`src/common/lmc_pkg.sv`:
```
// Contract
// - Channel goes normal on its command, or when chip enters software flash mode.
// - Normal mode enables both transmit onto bus and receive to receive output.
// - Two slopes: low slope for 10.4 kBaud, normal slope for 20 kBaud.
// - One chip-wide slope selection drives every channel at once.
// - Slope resets low; slope writes are taken only in chip normal mode.
// - Off mode: no transmit, receive or wake; left by command, flash mode entry or fail-safe.
// - Off selectable in chip normal, stop, sleep; forced in chip init.
// - Wake-capable selectable in stop, sleep, restart, normal; forced in fail-safe.
// - After a wake, wake-capable needs prior normal, receive-only or off.
// - Wake in sleep: chip to restart, supply up, receive low, flag set.
// - Leaving sleep by bus wake never asserts the interrupt output.
// - Wake source readable at register address 000; host reads after receive low.
// - Wake in stop: flag set, receive output low, interrupt output low.
// - After a stop-mode wake the chip stays in stop mode.
// - Stop or normal wake drives interrupt low only when not masked.
// - Bus wake needs dominant activity longer than the bus wake filter time.
// - Three identical, independent channels, each with mode, flag, receive output.
// - Receive-only: driver off, bus level still passed to receive output.
// - Flash mode only in chip software flash mode; slope control bypassed.
package lmc_pkg;

  // ************************************************************
  // sizes and register map
  // ************************************************************
  localparam int          NUM_CH         = 3;
  localparam int          ADDR_W         = 3;
  localparam int          DATA_W         = 8;
  localparam logic [2:0]  ADDR_WAKE_IRQ  = 3'h0;
  localparam logic [2:0]  ADDR_CHIP_MODE = 3'h1;
  localparam logic [2:0]  ADDR_LIN_MODE0 = 3'h2;
  localparam logic [2:0]  ADDR_SLOPE     = 3'h5;
  localparam logic [2:0]  ADDR_IRQ_MASK  = 3'h6;
  localparam logic [2:0]  ADDR_LOCK_STAT = 3'h7;
  localparam int          SLOPE_BIT      = 0;
  localparam logic        SLOPE_RST      = 1'h0;
  localparam logic [2:0]  MASK_RST       = 3'h0;
  localparam logic [7:0]  RDATA_ZERO     = 8'h00;

  // ************************************************************
  // timing
  // ************************************************************
  localparam int          CLK_MHZ            = 250;
  localparam int          BUS_WAKE_FILTER_NS = 30000;
  localparam int          WAKE_FILT_CYC      = (BUS_WAKE_FILTER_NS * CLK_MHZ + 999) / 1000;
  localparam int          WAKE_CNT_W         = 16;

  // ************************************************************
  // modes
  // ************************************************************
  typedef enum logic [2:0] {
    CHIP_INIT     = 3'b000,
    CHIP_NORMAL   = 3'b001,
    CHIP_SLEEP    = 3'b010,
    CHIP_RESTART  = 3'b011,
    CHIP_STOP     = 3'b100,
    CHIP_FAILSAFE = 3'b101,
    CHIP_SWFLASH  = 3'b110
  } lmc_chip_t;

  typedef enum logic [2:0] {
    LIN_OFF    = 3'b000,
    LIN_WAKE   = 3'b001,
    LIN_NORMAL = 3'b010,
    LIN_RXONLY = 3'b011,
    LIN_FLASH  = 3'b100
  } lmc_lin_t;

  function automatic logic lin_mode_allowed(input logic [2:0] req, input lmc_chip_t chip);
    logic ok;
    ok = 1'b0;
    case (req)
      LIN_OFF:    ok = (chip == CHIP_NORMAL) || (chip == CHIP_STOP) || (chip == CHIP_SLEEP);
      LIN_WAKE:   ok = (chip == CHIP_NORMAL) || (chip == CHIP_STOP) || (chip == CHIP_SLEEP)
                       || (chip == CHIP_RESTART);
      LIN_NORMAL: ok = (chip == CHIP_NORMAL) || (chip == CHIP_SWFLASH);
      LIN_RXONLY: ok = (chip == CHIP_NORMAL);
      LIN_FLASH:  ok = (chip == CHIP_SWFLASH);
      default:    ok = 1'b0;
    endcase
    return ok;
  endfunction

  function automatic logic chip_code_ok(input logic [2:0] code);
    return (code != CHIP_INIT) && (code <= CHIP_SWFLASH);
  endfunction

endpackage

```
`src/lmc_wake_filter.sv`:
```
`timescale 1ns/100ps
module lmc_wake_filter
#(
  parameter int unsigned P_FILT_CYC = lmc_pkg::WAKE_FILT_CYC
)
(
  input  wire logic i_clk,
  input  wire logic i_nrst,
  input  wire logic i_en,
  input  wire logic i_bus,
  output logic      o_wake
);
  import lmc_pkg::*;

  logic [WAKE_CNT_W-1:0] cnt;
  logic                  qual;

  // ************************************************************
  // dominant length count
  // ************************************************************
  // wake fires on the return to recessive, so a bus shorted low never wakes
  always_ff @(posedge i_clk or negedge i_nrst)
  begin
    if (!i_nrst)
      cnt <= '0;
    else if (!i_en || i_bus)
      cnt <= '0;
    else if (!qual)
      cnt <= cnt + 1'b1;
  end

  assign qual = (cnt >= WAKE_CNT_W'(P_FILT_CYC));

  always_ff @(posedge i_clk or negedge i_nrst)
  begin
    if (!i_nrst)
      o_wake <= 1'b0;
    else
      o_wake <= i_en && i_bus && qual;
  end

endmodule // lmc_wake_filter

```
`src/lmc_chan_ctrl.sv`:
```
`timescale 1ns/100ps
module lmc_chan_ctrl
(
  input  wire logic            i_clk,
  input  wire logic            i_nrst,
  input  wire lmc_pkg::lmc_chip_t i_chip,
  input  wire logic            i_flash_entry,
  input  wire logic            i_cmd_vld,
  input  wire logic [2:0]      i_cmd_mode,
  input  wire logic            i_wake,
  output lmc_pkg::lmc_lin_t    o_mode,
  output logic                 o_lock
);
  import lmc_pkg::*;

  lmc_lin_t next_mode;
  logic     cmd_ok;

  assign cmd_ok = i_cmd_vld && lin_mode_allowed(i_cmd_mode, i_chip)
                  && !((i_cmd_mode == LIN_WAKE) && o_lock);

  always_comb
  begin
    next_mode = o_mode;
    case (i_chip)
      CHIP_INIT:     next_mode = LIN_OFF;
      CHIP_FAILSAFE: next_mode = LIN_WAKE;
      default:
      begin
        if (i_flash_entry)
          next_mode = LIN_NORMAL;
        else if (cmd_ok)
          next_mode = lmc_lin_t'(i_cmd_mode);
        else if ((o_mode == LIN_FLASH) && (i_chip != CHIP_SWFLASH))
          next_mode = LIN_NORMAL;
      end
    endcase
  end

  always_ff @(posedge i_clk or negedge i_nrst)
  begin
    if (!i_nrst)
      o_mode <= LIN_OFF;
    else
      o_mode <= next_mode;
  end

  // lock kept while wake capable or in flash; released only by off, normal or receive-only as next mode
  always_ff @(posedge i_clk or negedge i_nrst)
  begin
    if (!i_nrst)
      o_lock <= 1'b0;
    else if (i_wake)
      o_lock <= 1'b1;
    else if ((next_mode == LIN_OFF) || (next_mode == LIN_NORMAL) || (next_mode == LIN_RXONLY))
      o_lock <= 1'b0;
  end

endmodule // lmc_chan_ctrl

```
`src/lmc_top.sv`:
```
// Decided for this implementation: the register offsets and strobed register access.
`timescale 1ns/100ps
module lmc_top
#(
  parameter int unsigned P_WAKE_FILT_CYC = lmc_pkg::WAKE_FILT_CYC
)
(
  input  wire logic                        I_REF_CLK,
  input  wire logic                        I_NRST,
  input  wire logic [lmc_pkg::ADDR_W-1:0]  I_ADDR,
  input  wire logic [lmc_pkg::DATA_W-1:0]  I_WDATA,
  input  wire logic                        I_WR,
  input  wire logic                        I_RD,
  input  wire logic                        I_FAIL_SAFE,
  input  wire logic [lmc_pkg::NUM_CH-1:0]  I_TXD,
  input  wire logic [lmc_pkg::NUM_CH-1:0]  I_LIN_BUS,
  output logic      [lmc_pkg::DATA_W-1:0]  O_RDATA,
  output logic      [lmc_pkg::NUM_CH-1:0]  O_RXD,
  output logic      [lmc_pkg::NUM_CH-1:0]  O_LIN_DRV,
  output logic      [lmc_pkg::NUM_CH-1:0]  O_SLOPE_BYPASS,
  output logic                             O_SLOPE_NORMAL,
  output logic                             O_INT_N,
  output logic                             O_UC_SUPPLY_EN,
  output logic      [2:0]                  O_CHIP_MODE
);
  import lmc_pkg::*;

  lmc_chip_t          chip;
  lmc_chip_t          next_chip;
  lmc_chip_t          chip_prev;
  logic               flash_entry;
  lmc_lin_t           mode      [NUM_CH];
  logic [NUM_CH-1:0]  lock;
  logic [NUM_CH-1:0]  wake;
  logic [NUM_CH-1:0]  cmd_vld;
  logic [NUM_CH-1:0]  wake_flag;
  logic [NUM_CH-1:0]  int_pend;
  logic [NUM_CH-1:0]  irq_mask;
  logic [NUM_CH-1:0]  flag_clr;
  logic               slope;
  logic [DATA_W-1:0]  next_rdata;
  logic               wr_chip;

  // ************************************************************
  // chip operating mode
  // ************************************************************
  assign wr_chip = I_WR && (I_ADDR == ADDR_CHIP_MODE) && chip_code_ok(I_WDATA[2:0]);

  // fail-safe first, then a wake out of sleep or fail-safe, then software
  always_comb
  begin
    next_chip = chip;
    if (I_FAIL_SAFE)
      next_chip = CHIP_FAILSAFE;
    else if ((|wake) && ((chip == CHIP_SLEEP) || (chip == CHIP_FAILSAFE)))
      next_chip = CHIP_RESTART;
    else if (wr_chip)
      next_chip = lmc_chip_t'(I_WDATA[2:0]);
  end

  always_ff @(posedge I_REF_CLK or negedge I_NRST)
  begin
    if (!I_NRST)
    begin
      chip      <= CHIP_INIT;
      chip_prev <= CHIP_INIT;
    end
    else
    begin
      chip      <= next_chip;
      chip_prev <= chip;
    end
  end

  assign flash_entry = (chip == CHIP_SWFLASH) && (chip_prev != CHIP_SWFLASH);

  // ************************************************************
  // channels
  // ************************************************************
  genvar g;
  generate
    for (g = 0; g < NUM_CH; g++)
    begin : g_ch
      // mode command acts only on the full write cycle
      assign cmd_vld[g] = I_WR && (I_ADDR == ADDR_W'(ADDR_LIN_MODE0 + g));

      lmc_wake_filter #(
        .P_FILT_CYC (P_WAKE_FILT_CYC)
      ) u_filt (
        .i_clk  (I_REF_CLK),
        .i_nrst (I_NRST),
        .i_en   (mode[g] == LIN_WAKE),
        .i_bus  (I_LIN_BUS[g]),
        .o_wake (wake[g])
      );

      lmc_chan_ctrl u_ctrl (
        .i_clk         (I_REF_CLK),
        .i_nrst        (I_NRST),
        .i_chip        (chip),
        .i_flash_entry (flash_entry),
        .i_cmd_vld     (cmd_vld[g]),
        .i_cmd_mode    (I_WDATA[2:0]),
        .i_wake        (wake[g]),
        .o_mode        (mode[g]),
        .o_lock        (lock[g])
      );

      always_ff @(posedge I_REF_CLK or negedge I_NRST)
      begin
        if (!I_NRST)
        begin
          O_RXD[g]          <= 1'b1;
          O_LIN_DRV[g]      <= 1'b0;
          O_SLOPE_BYPASS[g] <= 1'b0;
        end
        else
        begin
          case (mode[g])
            LIN_NORMAL, LIN_FLASH, LIN_RXONLY: O_RXD[g] <= I_LIN_BUS[g];
            LIN_WAKE:                          O_RXD[g] <= !lock[g];
            default:                           O_RXD[g] <= 1'b1;
          endcase
          // tx is active low; drive the bus dominant only in transmitting modes
          O_LIN_DRV[g]      <= ((mode[g] == LIN_NORMAL) || (mode[g] == LIN_FLASH)) && !I_TXD[g];
          O_SLOPE_BYPASS[g] <= (mode[g] == LIN_FLASH);
        end
      end
    end
  endgenerate

  // ************************************************************
  // wake flags and interrupt
  // ************************************************************
  assign flag_clr = (I_WR && (I_ADDR == ADDR_WAKE_IRQ)) ? I_WDATA[NUM_CH-1:0] : '0;

  // a wake in the clearing cycle survives the clear
  always_ff @(posedge I_REF_CLK or negedge I_NRST)
  begin
    if (!I_NRST)
      wake_flag <= '0;
    else
      wake_flag <= (wake_flag & ~flag_clr) | wake;
  end

  // only stop and normal wakes may pull the interrupt; sleep wakes never do
  always_ff @(posedge I_REF_CLK or negedge I_NRST)
  begin
    if (!I_NRST)
      int_pend <= '0;
    else if ((chip == CHIP_STOP) || (chip == CHIP_NORMAL))
      int_pend <= (int_pend & ~flag_clr) | wake;
    else
      int_pend <= int_pend & ~flag_clr;
  end

  always_ff @(posedge I_REF_CLK or negedge I_NRST)
  begin
    if (!I_NRST)
      O_INT_N <= 1'b1;
    else
      O_INT_N <= !(|(int_pend & ~irq_mask));
  end

  // ************************************************************
  // slope, mask and chip-level outputs
  // ************************************************************
  always_ff @(posedge I_REF_CLK or negedge I_NRST)
  begin
    if (!I_NRST)
      slope <= SLOPE_RST;
    else if (I_WR && (I_ADDR == ADDR_SLOPE) && (chip == CHIP_NORMAL))
      slope <= I_WDATA[SLOPE_BIT];
  end

  always_ff @(posedge I_REF_CLK or negedge I_NRST)
  begin
    if (!I_NRST)
      irq_mask <= MASK_RST;
    else if (I_WR && (I_ADDR == ADDR_IRQ_MASK))
      irq_mask <= I_WDATA[NUM_CH-1:0];
  end

  always_ff @(posedge I_REF_CLK or negedge I_NRST)
  begin
    if (!I_NRST)
    begin
      O_SLOPE_NORMAL <= SLOPE_RST;
      O_UC_SUPPLY_EN <= 1'b1;
      O_CHIP_MODE    <= CHIP_INIT;
    end
    else
    begin
      O_SLOPE_NORMAL <= slope;
      O_UC_SUPPLY_EN <= (chip != CHIP_SLEEP);
      O_CHIP_MODE    <= chip;
    end
  end

  // ************************************************************
  // register read
  // ************************************************************
  always_comb
  begin
    next_rdata = RDATA_ZERO;
    case (I_ADDR)
      ADDR_WAKE_IRQ:  next_rdata[NUM_CH-1:0] = wake_flag;
      ADDR_CHIP_MODE: next_rdata[2:0]        = chip;
      ADDR_SLOPE:     next_rdata[SLOPE_BIT]  = slope;
      ADDR_IRQ_MASK:  next_rdata[NUM_CH-1:0] = irq_mask;
      ADDR_LOCK_STAT: next_rdata[NUM_CH-1:0] = lock;
      default:
      begin
        for (int i = 0; i < NUM_CH; i++)
          if (I_ADDR == ADDR_W'(ADDR_LIN_MODE0 + i))
            next_rdata[2:0] = mode[i];
      end
    endcase
  end

  // read data stand one cycle only, zero otherwise
  always_ff @(posedge I_REF_CLK or negedge I_NRST)
  begin
    if (!I_NRST)
      O_RDATA <= RDATA_ZERO;
    else if (I_RD)
      O_RDATA <= next_rdata;
    else
      O_RDATA <= RDATA_ZERO;
  end
endmodule // lmc_top

```
`config.mk`:
```
export PLATFORM = sky130hd
export DESIGN_NAME = lmc_top
export DESIGN_NICKNAME = d
export VERILOG_FILES = /design/src/common/lmc_pkg.sv /design/src/lmc_wake_filter.sv /design/src/lmc_chan_ctrl.sv /design/src/lmc_top.sv
export SDC_FILE = /design/constraint.sdc
export NUM_CORES = 1
export LEC_CHECK = 0
export BUFFER_PORTS_ARGS = -buffer_cell sky130_fd_sc_hd__buf_2
export CAP_MARGIN = 20
export CORE_MARGIN = 2
export CORE_UTILIZATION = 40
export CTS_BUF_LIST = sky130_fd_sc_hd__clkbuf_8
export DETAILED_ROUTE_END_ITERATION = 10
export GPL_TIMING_DRIVEN = 0
export PLACE_DENSITY = 0.54
export SETUP_SLACK_MARGIN = 0.15
export SLEW_MARGIN = 0
export SYNTH_ARGS = -nofsm -noshare
export SYNTH_HDL_FRONTEND = slang
export SYNTH_SLANG_ARGS = --single-unit
```
`constraint.sdc`:
```
create_clock -name I_REF_CLK -period 2.7 [get_ports I_REF_CLK]
set_clock_uncertainty 0.2 [all_clocks]
set_input_delay 0.54 -clock I_REF_CLK [delete_from_list [all_inputs] [get_ports I_REF_CLK]]
set_output_delay 0.54 -clock I_REF_CLK [all_outputs]
set_load 0.005 [all_outputs]
```
==> impl_metrics.py, run 1 <==
metrics = {
    "outcome": {
        "outcome": "finished with violations",
        "violations": "design-rule violations",
    },
    "cts": {
        "insertion_delay_ns": 0.38,
        "ctsHtreeMaxLevel": 3,
        "cts_buffers": 9,
        "clk_pin_slew_ns": 0.10,
        "clockBufferDepth": 2,
        "clockRootBuffer": "clkbuf_8",
        "tritoncts": "done",
        "clock_sinks": 94,
    },
    "routing": {
        "viasPerCell": 5.145,
        "wirelength_met1_um": 4966,
        "wirelength_um": 9977,
        "met2WireLength_um": 4431,
        "firstDrtPassIters": 7,
        "ant_nets": 0,
        "drt_iter0_markers": 218,
        "highest_layer": "met4",
        "drc_errors": 2,
        "wire_per_inst_um": 14.59,
        "dr_wl_met3_um": 359,
        "vias": 3519,
    },
    "finish": {
        "area_growth_pct": 13.05,
        "final_area_um2": 5396,
        "n_antenna_cell": 0,
        "nets": 564,
        "fillerInstances": 1108,
        "postLayoutCoreUtil": 0.4686,
        "layout-drive-gt1-share": 0.1756,
    },
    "critical_path": {
        "timing.rr.start": "chip[0]",
        "cp_max_fo": 10,
        "cp-end-kind": "register",
        "start_kind": "register",
        "startpoint": "chip[0]",
        "path_class": "reg2reg",
        "worstPathRequired_ns": 2.80,
        "crit_arrival_ns": 2.51,
    },
    "placed_design": {
        "gp_congestion": 0.8436,
        "place.port_buffers": 33,
        "placed_area_um2": 5162,
        "dp_hpwl_um": 7175,
    },
    "sta": {
        "period_needed_ns": 2.411,
        "setup-tns-final_ns": 0,
        "worstMarginPinSlew_ns": 0.6218,
        "relSlewSlack": 0.5855,
        "whs_ns": 0.1108,
        "finalSetupViolCount": 0,
        "slew_viol_final": 0,
        "rsz0062_at_grt": "no",
        "finalCritPeriodShare": 0.8930,
        "hold_viol": 0,
        "fmax_mhz": 414.8,
    },
    "floorplan": {
        "start_util": 0.4145,
        "core_um2": 11520,
        "pin_count": 45,
        "die_area_um2": 12820,
        "rows": 39,
        "die_y_um": 113.2,
        "die_w_um": 113.2,
    },
    "global_route": {
        "grt_use_total": 0.1687,
        "grt_pass1_wl_um": 17160,
        "antenna_found_initial": 0,
        "overflow": 0,
        "grt_pass1_vias": 3469,
        "grt_max_degree": 49,
    },
    "synth": {
        "async_flop_share": 1.000,
        "postSynthAreaPerCell_um2": 9.822,
        "ys_seq_area_frac": 0.4941,
        "netlist_area_um2": 4773,
        "synth_edf_count": 0,
        "syn_inst": 486,
        "synth_top_area_cell": "dfrtp_1",
        "ys_ff_latch": 94,
        "synth_commonest_cells": "89 x dfrtp_1, 65 x nor2_1, 40 x inv_1",
        "synth_flop_cell": "dfrtp_1",
        "synth.distinct_cells": 60,
        "yosysWarnings": 0,
        "netlist.area_leader.share": 0.4666,
        "synth_area_leaders": "dfrtp_1 47%, nor2_1 5.1%, xnor2_1 5.0%, inv_1 3.1%, dfstp_2 2.8%",
        "synth.most_common_cell": "dfrtp_1",
    },
    "flow_run": {
        "drv_cap": 0,
    },
    "power": {
        "power_leakage_nw": 2.459,
        "p_per_area_nw_per_um2": 508.0,
        "ir_drop_uv": 293.0,
    },
    "min_path": {
        "hp-class": "in2reg",
        "worstHoldStart": "I_TXD[0]",
    },
}
## cells by family (layout without fill, tap and decap cells)
logic type	Yosys count	count (layout)	share of synthesized area
adder cells (fa/ha/maj)	6	6	0.01573
AND/OR/NAND/NOR	189	189	0.2042
flip-flops	94	94	0.4941
other	1	5	0.0007856
buffers and inverters	61	112	0.05688
multiplexers	17	17	0.03749
AO/OA/AOI/OAI	86	86	0.1321
XOR/XNOR	32	32	0.05872
## routing by layer
layer	global-route usage	vias to the layer above
met2	0.2523	61
met5	0	-
met4	0.07886	0
met3	0.03160	15
met1	0.2377	1685
li1	-	1758
## power by group
part           switching [W]  internal [W]
logic               0.000129     0.0000828
registers          0.0000313       0.00144
clock network       0.000508      0.000545
total               0.000669       0.00207
## flip-flops by register name, summed over array words and instances, names as in the netlist, 3 cells and up
| signal | flops |
|---|---|
| g_ch.u_filt.cnt | 48 |
| g_ch.u_ctrl.o_mode | 9 |
| O_CHIP_MODE | 3 |
| O_LIN_DRV | 3 |
| O_RDATA | 3 |
| O_RXD | 3 |
| O_SLOPE_BYPASS | 3 |
| chip | 3 |
| g_ch.u_ctrl.o_lock | 3 |
| g_ch.u_filt.o_wake | 3 |
| int_pend | 3 |
| irq_mask | 3 |
| wake_flag | 3 |
## layout make-up
class	count	area [µm²]	share of cell area
sequential	94	2359	0.4371
multi-input combinational	335	2160	0.4002
timing repair buffer	35	205.2	0.03802
tap	143	178.9	0.03316
inverter	40	150.1	0.02782
clock buffer	10	137.6	0.02550
buffer	21	121.4	0.02249
clock inverter	6	85.08	0.01577
## what timing repair did
item,CTS,global route
buffers inserted,0,0
gates resized for setup,0,1
setup endpoints to repair,0,1
hold buffers,1,0
endpoints found under the hold margin,36,0
## final timing paths
path	cells after the start	slack (ns)	end
max	8	0.29	g_ch[0].u_ctrl.o_lock
min	2	0.11	O_LIN_DRV[0]
max reg2reg	8	0.29	g_ch[0].u_ctrl.o_lock
min reg2reg	0	0.17	O_CHIP_MODE[1]
max in group asynchronous	3	1.08	O_RXD[1]
min in group asynchronous	2	0.51	irq_mask[1]
## cell usage in the layout (no fill, tap or decap), types with 4 or more instances in the layout
cell type,Yosys,layout
dfrtp_1,89,89
nor2_1,65,65
inv_1,40,41
buf_2,4,36
nand2_1,31,31
xnor2_1,27,27
nand3_1,19,19
a21oi_1,18,18
nor3_1,17,17
o21ai_0,10,10
mux2i_1,10,10
clkbuf_8,0,10
and3_1,9,9
nand2b_1,9,9
clkbuf_1,9,9
a21o_1,7,7
mux2_2,7,7
or3_1,7,7
a31oi_1,7,7
buf_4,6,7
nor3b_1,6,6
ha_1,6,6
dfstp_2,5,5
xor2_1,5,5
nor2b_1,5,5
conb_1,1,5
o22ai_1,4,4
nand4_1,4,4
## worst max-delay path: stages (launching register included)
cell and delay (ns):
dfrtp_1 0.40, buf_6 0.14, nand3b_4 0.22, nor4b_2 0.42, a221o_2 0.33, nand2_4 0.08, mux2i_1 0.12, o21a_1 0.21
o31ai_2 0.21
## stage by stage
stage | total power [W] | cells | setup WS, ns
final | 0.002741 | 684 | 0.2890
after global routing | 0.002888 | 684 | 0.1748
after CTS | 0.002781 | 684 | 0.2918
after detailed placement | 0.001717 | 667 | 0.1202
after global placement | 0.001707 | 666 | -0.01628
after floorplan | 0.001619 | 490 | 0.3299
Note: power is estimated with default switching activity, not from simulation.
==> run 2, diff against run 1 <==
--- a/config.mk
+++ b/config.mk
@@ -13,6 +13,7 @@
 export DETAILED_ROUTE_END_ITERATION = 10
 export GPL_TIMING_DRIVEN = 0
 export PLACE_DENSITY = 0.54
+export REMOVE_ABC_BUFFERS = 1
 export SETUP_SLACK_MARGIN = 0.15
 export SLEW_MARGIN = 0
 export SYNTH_ARGS = -nofsm -noshare
==> run 2 against run 1 <==
The run still ends with design-rule violations left. Combinational power is 6% lower. Register-to-register slack better by 0.06 ns. Wire length is 3.3% lower. Core utilization is 0.85 points lower. Design area is 1.8% lower. Sequential share of layout area is 0.85 points higher. Setup slack better by 0.061 ns. Global-route usage is 0.69 points lower. Worst hold slack better by 0.013 ns. Die area stayed put. Non-clock buffer count is 20 lower. Sequential power hardly changed. Largest cell class unchanged.
==> impl_metrics.py, run 2 (synthesis results as in run 1) <==
metrics = {
    "cts": {
        "tritoncts": "done",
        "clockBufferDepth": 2,
        "cts_buffers": 9,
        "ctsHtreeMaxLevel": 3,
        "clockRootBuffer": "clkbuf_8",
        "clock_sinks": 94,
        "cts_setup_buffers": 0,
        "insertion_delay_ns": 0.37,
        "clk_pin_slew_ns": 0.09,
    },
    "global_route": {
        "antenna_found_initial": 0,
        "grt_use_total": 0.1618,
        "overflow": 0,
        "grt_pass1_vias": 3372,
        "grt_pass1_wl_um": 16540,
        "grt_max_degree": 54,
    },
    "finish": {
        "layout-drive-gt1-share": 0.1708,
        "largest_reg_flops": 48,
        "fillerInstances": 1108,
        "regMostFlops": "g_ch.u_filt.cnt",
        "final_cells": 664,
        "most-common-layout-cells": "87 x dfrtp_1, 65 x nor2_1, 40 x inv_1",
        "area_growth_pct": 11.01,
        "top_regs": "g_ch.u_filt.cnt (48), g_ch.u_ctrl.o_mode (9)",
        "final_area_um2": 5299,
        "final_common_cell": "dfrtp_1",
        "n_antenna_cell": 0,
        "nets": 544,
    },
    "critical_path": {
        "critical-path-top-delay-family": "compound AO/OA/AOI/OAI gates",
        "cp-end-kind": "register",
        "start_kind": "register",
        "crit_buf_inv": 0,
        "cp_cell_sequence": "nand3b_4 > nor4b_4 > a221o_2 > nand2_4 > mux2i_1 > o21a_1 > o31ai_2",
        "max_stage_delay_ns": 0.51,
        "crit_arrival_ns": 2.43,
        "cp_max_fo": 10,
        "cp_slowest_cell": "dfrtp_1",
        "path_class": "reg2reg",
        "worstPathRequired_ns": 2.78,
    },
    "floorplan": {
        "pin_count": 45,
        "core_um2": 11520,
        "die_w_um": 113.2,
        "rows": 39,
        "die_y_um": 113.2,
        "die_area_um2": 12820,
        "start_util": 0.4145,
    },
    "placed_design": {
        "place_ws_ns": 0.07836,
        "dp_hpwl_um": 6714,
        "place.port_buffers": 34,
        "placed_area_um2": 5046,
        "gp_congestion": 0.7788,
        "placed_cells": 647,
    },
    "routing": {
        "wire_per_inst_um": 14.53,
        "viasPerCell": 5.247,
        "firstDrtPassIters": 8,
        "ant_nets": 0,
        "vias": 3484,
        "wirelength_um": 9648,
        "drc_errors": 2,
        "drt_iter0_markers": 129,
    },
    "power": {
        "power_frac_clock": 0.368,
        "combPwrFrac": 0.075,
        "internal_power_w": 0.001995,
        "p_switching_w": 0.0006540,
        "p_per_area_nw_per_um2": 499.9,
        "pwr-share-seq": 0.557,
        "power_leakage_nw": 2.383,
        "swShare": 0.2469,
        "ir_drop_uv": 334.0,
        "finalPower_w": 0.002649,
    },
    "sta": {
        "setup_ws_ns": 0.3497,
        "rsz0062_at_grt": "no",
        "fmax_mhz": 425.5,
        "relSlewSlack": 0.6273,
        "worstMarginPinSlew_ns": 0.5591,
        "finalCritPeriodShare": 0.8705,
        "hold_viol": 0,
        "period_needed_ns": 2.350,
        "finalSetupViolCount": 0,
        "slew_viol_final": 0,
        "whs_ns": 0.1236,
    },
    "outcome": {
        "violations": "design-rule violations",
        "outcome": "finished with violations",
    },
    "min_path": {
        "hp-class": "in2reg",
    },
    "flow_run": {
        "drv_cap": 0,
    },
}
-- run 2: cell type report --
type / count / area (µm²) / share of cell area
sequential: 94 / 2361 / 0.4456
multi-input combinational: 335 / 2190 / 0.4132
timing repair buffer: 36 / 210.2 / 0.03967
tap: 143 / 178.9 / 0.03377
clock buffer: 11 / 151.4 / 0.02857
inverter: 40 / 150.1 / 0.02834
clock inverter: 5 / 57.56 / 0.01086
-- run 2: power groups by stage --
stage	clock network [W]	registers, W	logic [W]
final	0.000975	0.00147	0.000199
after global routing	0.00108	0.00148	0.000227
after CTS	0.00102	0.00147	0.000203
after detailed placement	0	0.00150	0.000200
after global placement	0	0.00150	0.000193
after floorplan	0	0.00150	0.000104
-- run 2: stage by stage --
stage	utilization	TNS (ns)
after global routing	0.4601	0
after detailed placement	0.4382	0
after CTS	0.4577	0
after floorplan	-	0
after global placement	0.4356	-6.100
final	0.4601	0
-- run 2: worst paths after layout --
kind,from,endpoint,slack [ns],depth (start not counted)
setup / recovery,chip[0],g_ch[1].u_ctrl.o_lock,0.35,7
hold / removal,I_TXD[0],O_LIN_DRV[0],0.12,2
setup reg to reg,chip[0],g_ch[1].u_ctrl.o_lock,0.35,7
hold reg to reg,slope,O_SLOPE_NORMAL,0.20,0
max in group asynchronous,I_NRST,O_RXD[2],1.11,3
min in group asynchronous,I_NRST,wake_flag[0],0.50,2
-- run 2: what timing repair did --
| action | in CTS | in global routing |
|---|---|---|
| endpoints found under the hold margin | 38 | 0 |
| hold buffers | 1 | 0 |
| endpoints found under the setup margin | 5 | 4 |
| pin swaps | 0 | 0 |
| resized for setup | 1 | 5 |
-- run 2: worst reg2reg max path, stage by stage, from the launching register on --
cell      delay [ns]
dfrtp_1         0.51
nand3b_4        0.29
nor4b_4         0.34
a221o_2         0.30
nand2_4         0.08
mux2i_1         0.13
o21a_1          0.21
o31ai_2         0.21
-- run 2: routing by layer --
metal  vias up  global-route usage  wire (µm)
met5         -                   0          0
met4         0             0.04634        129
met3         8             0.04874        406
met2        52              0.2447       4268
met1      1699              0.2258       4844
li1       1725                   -          -
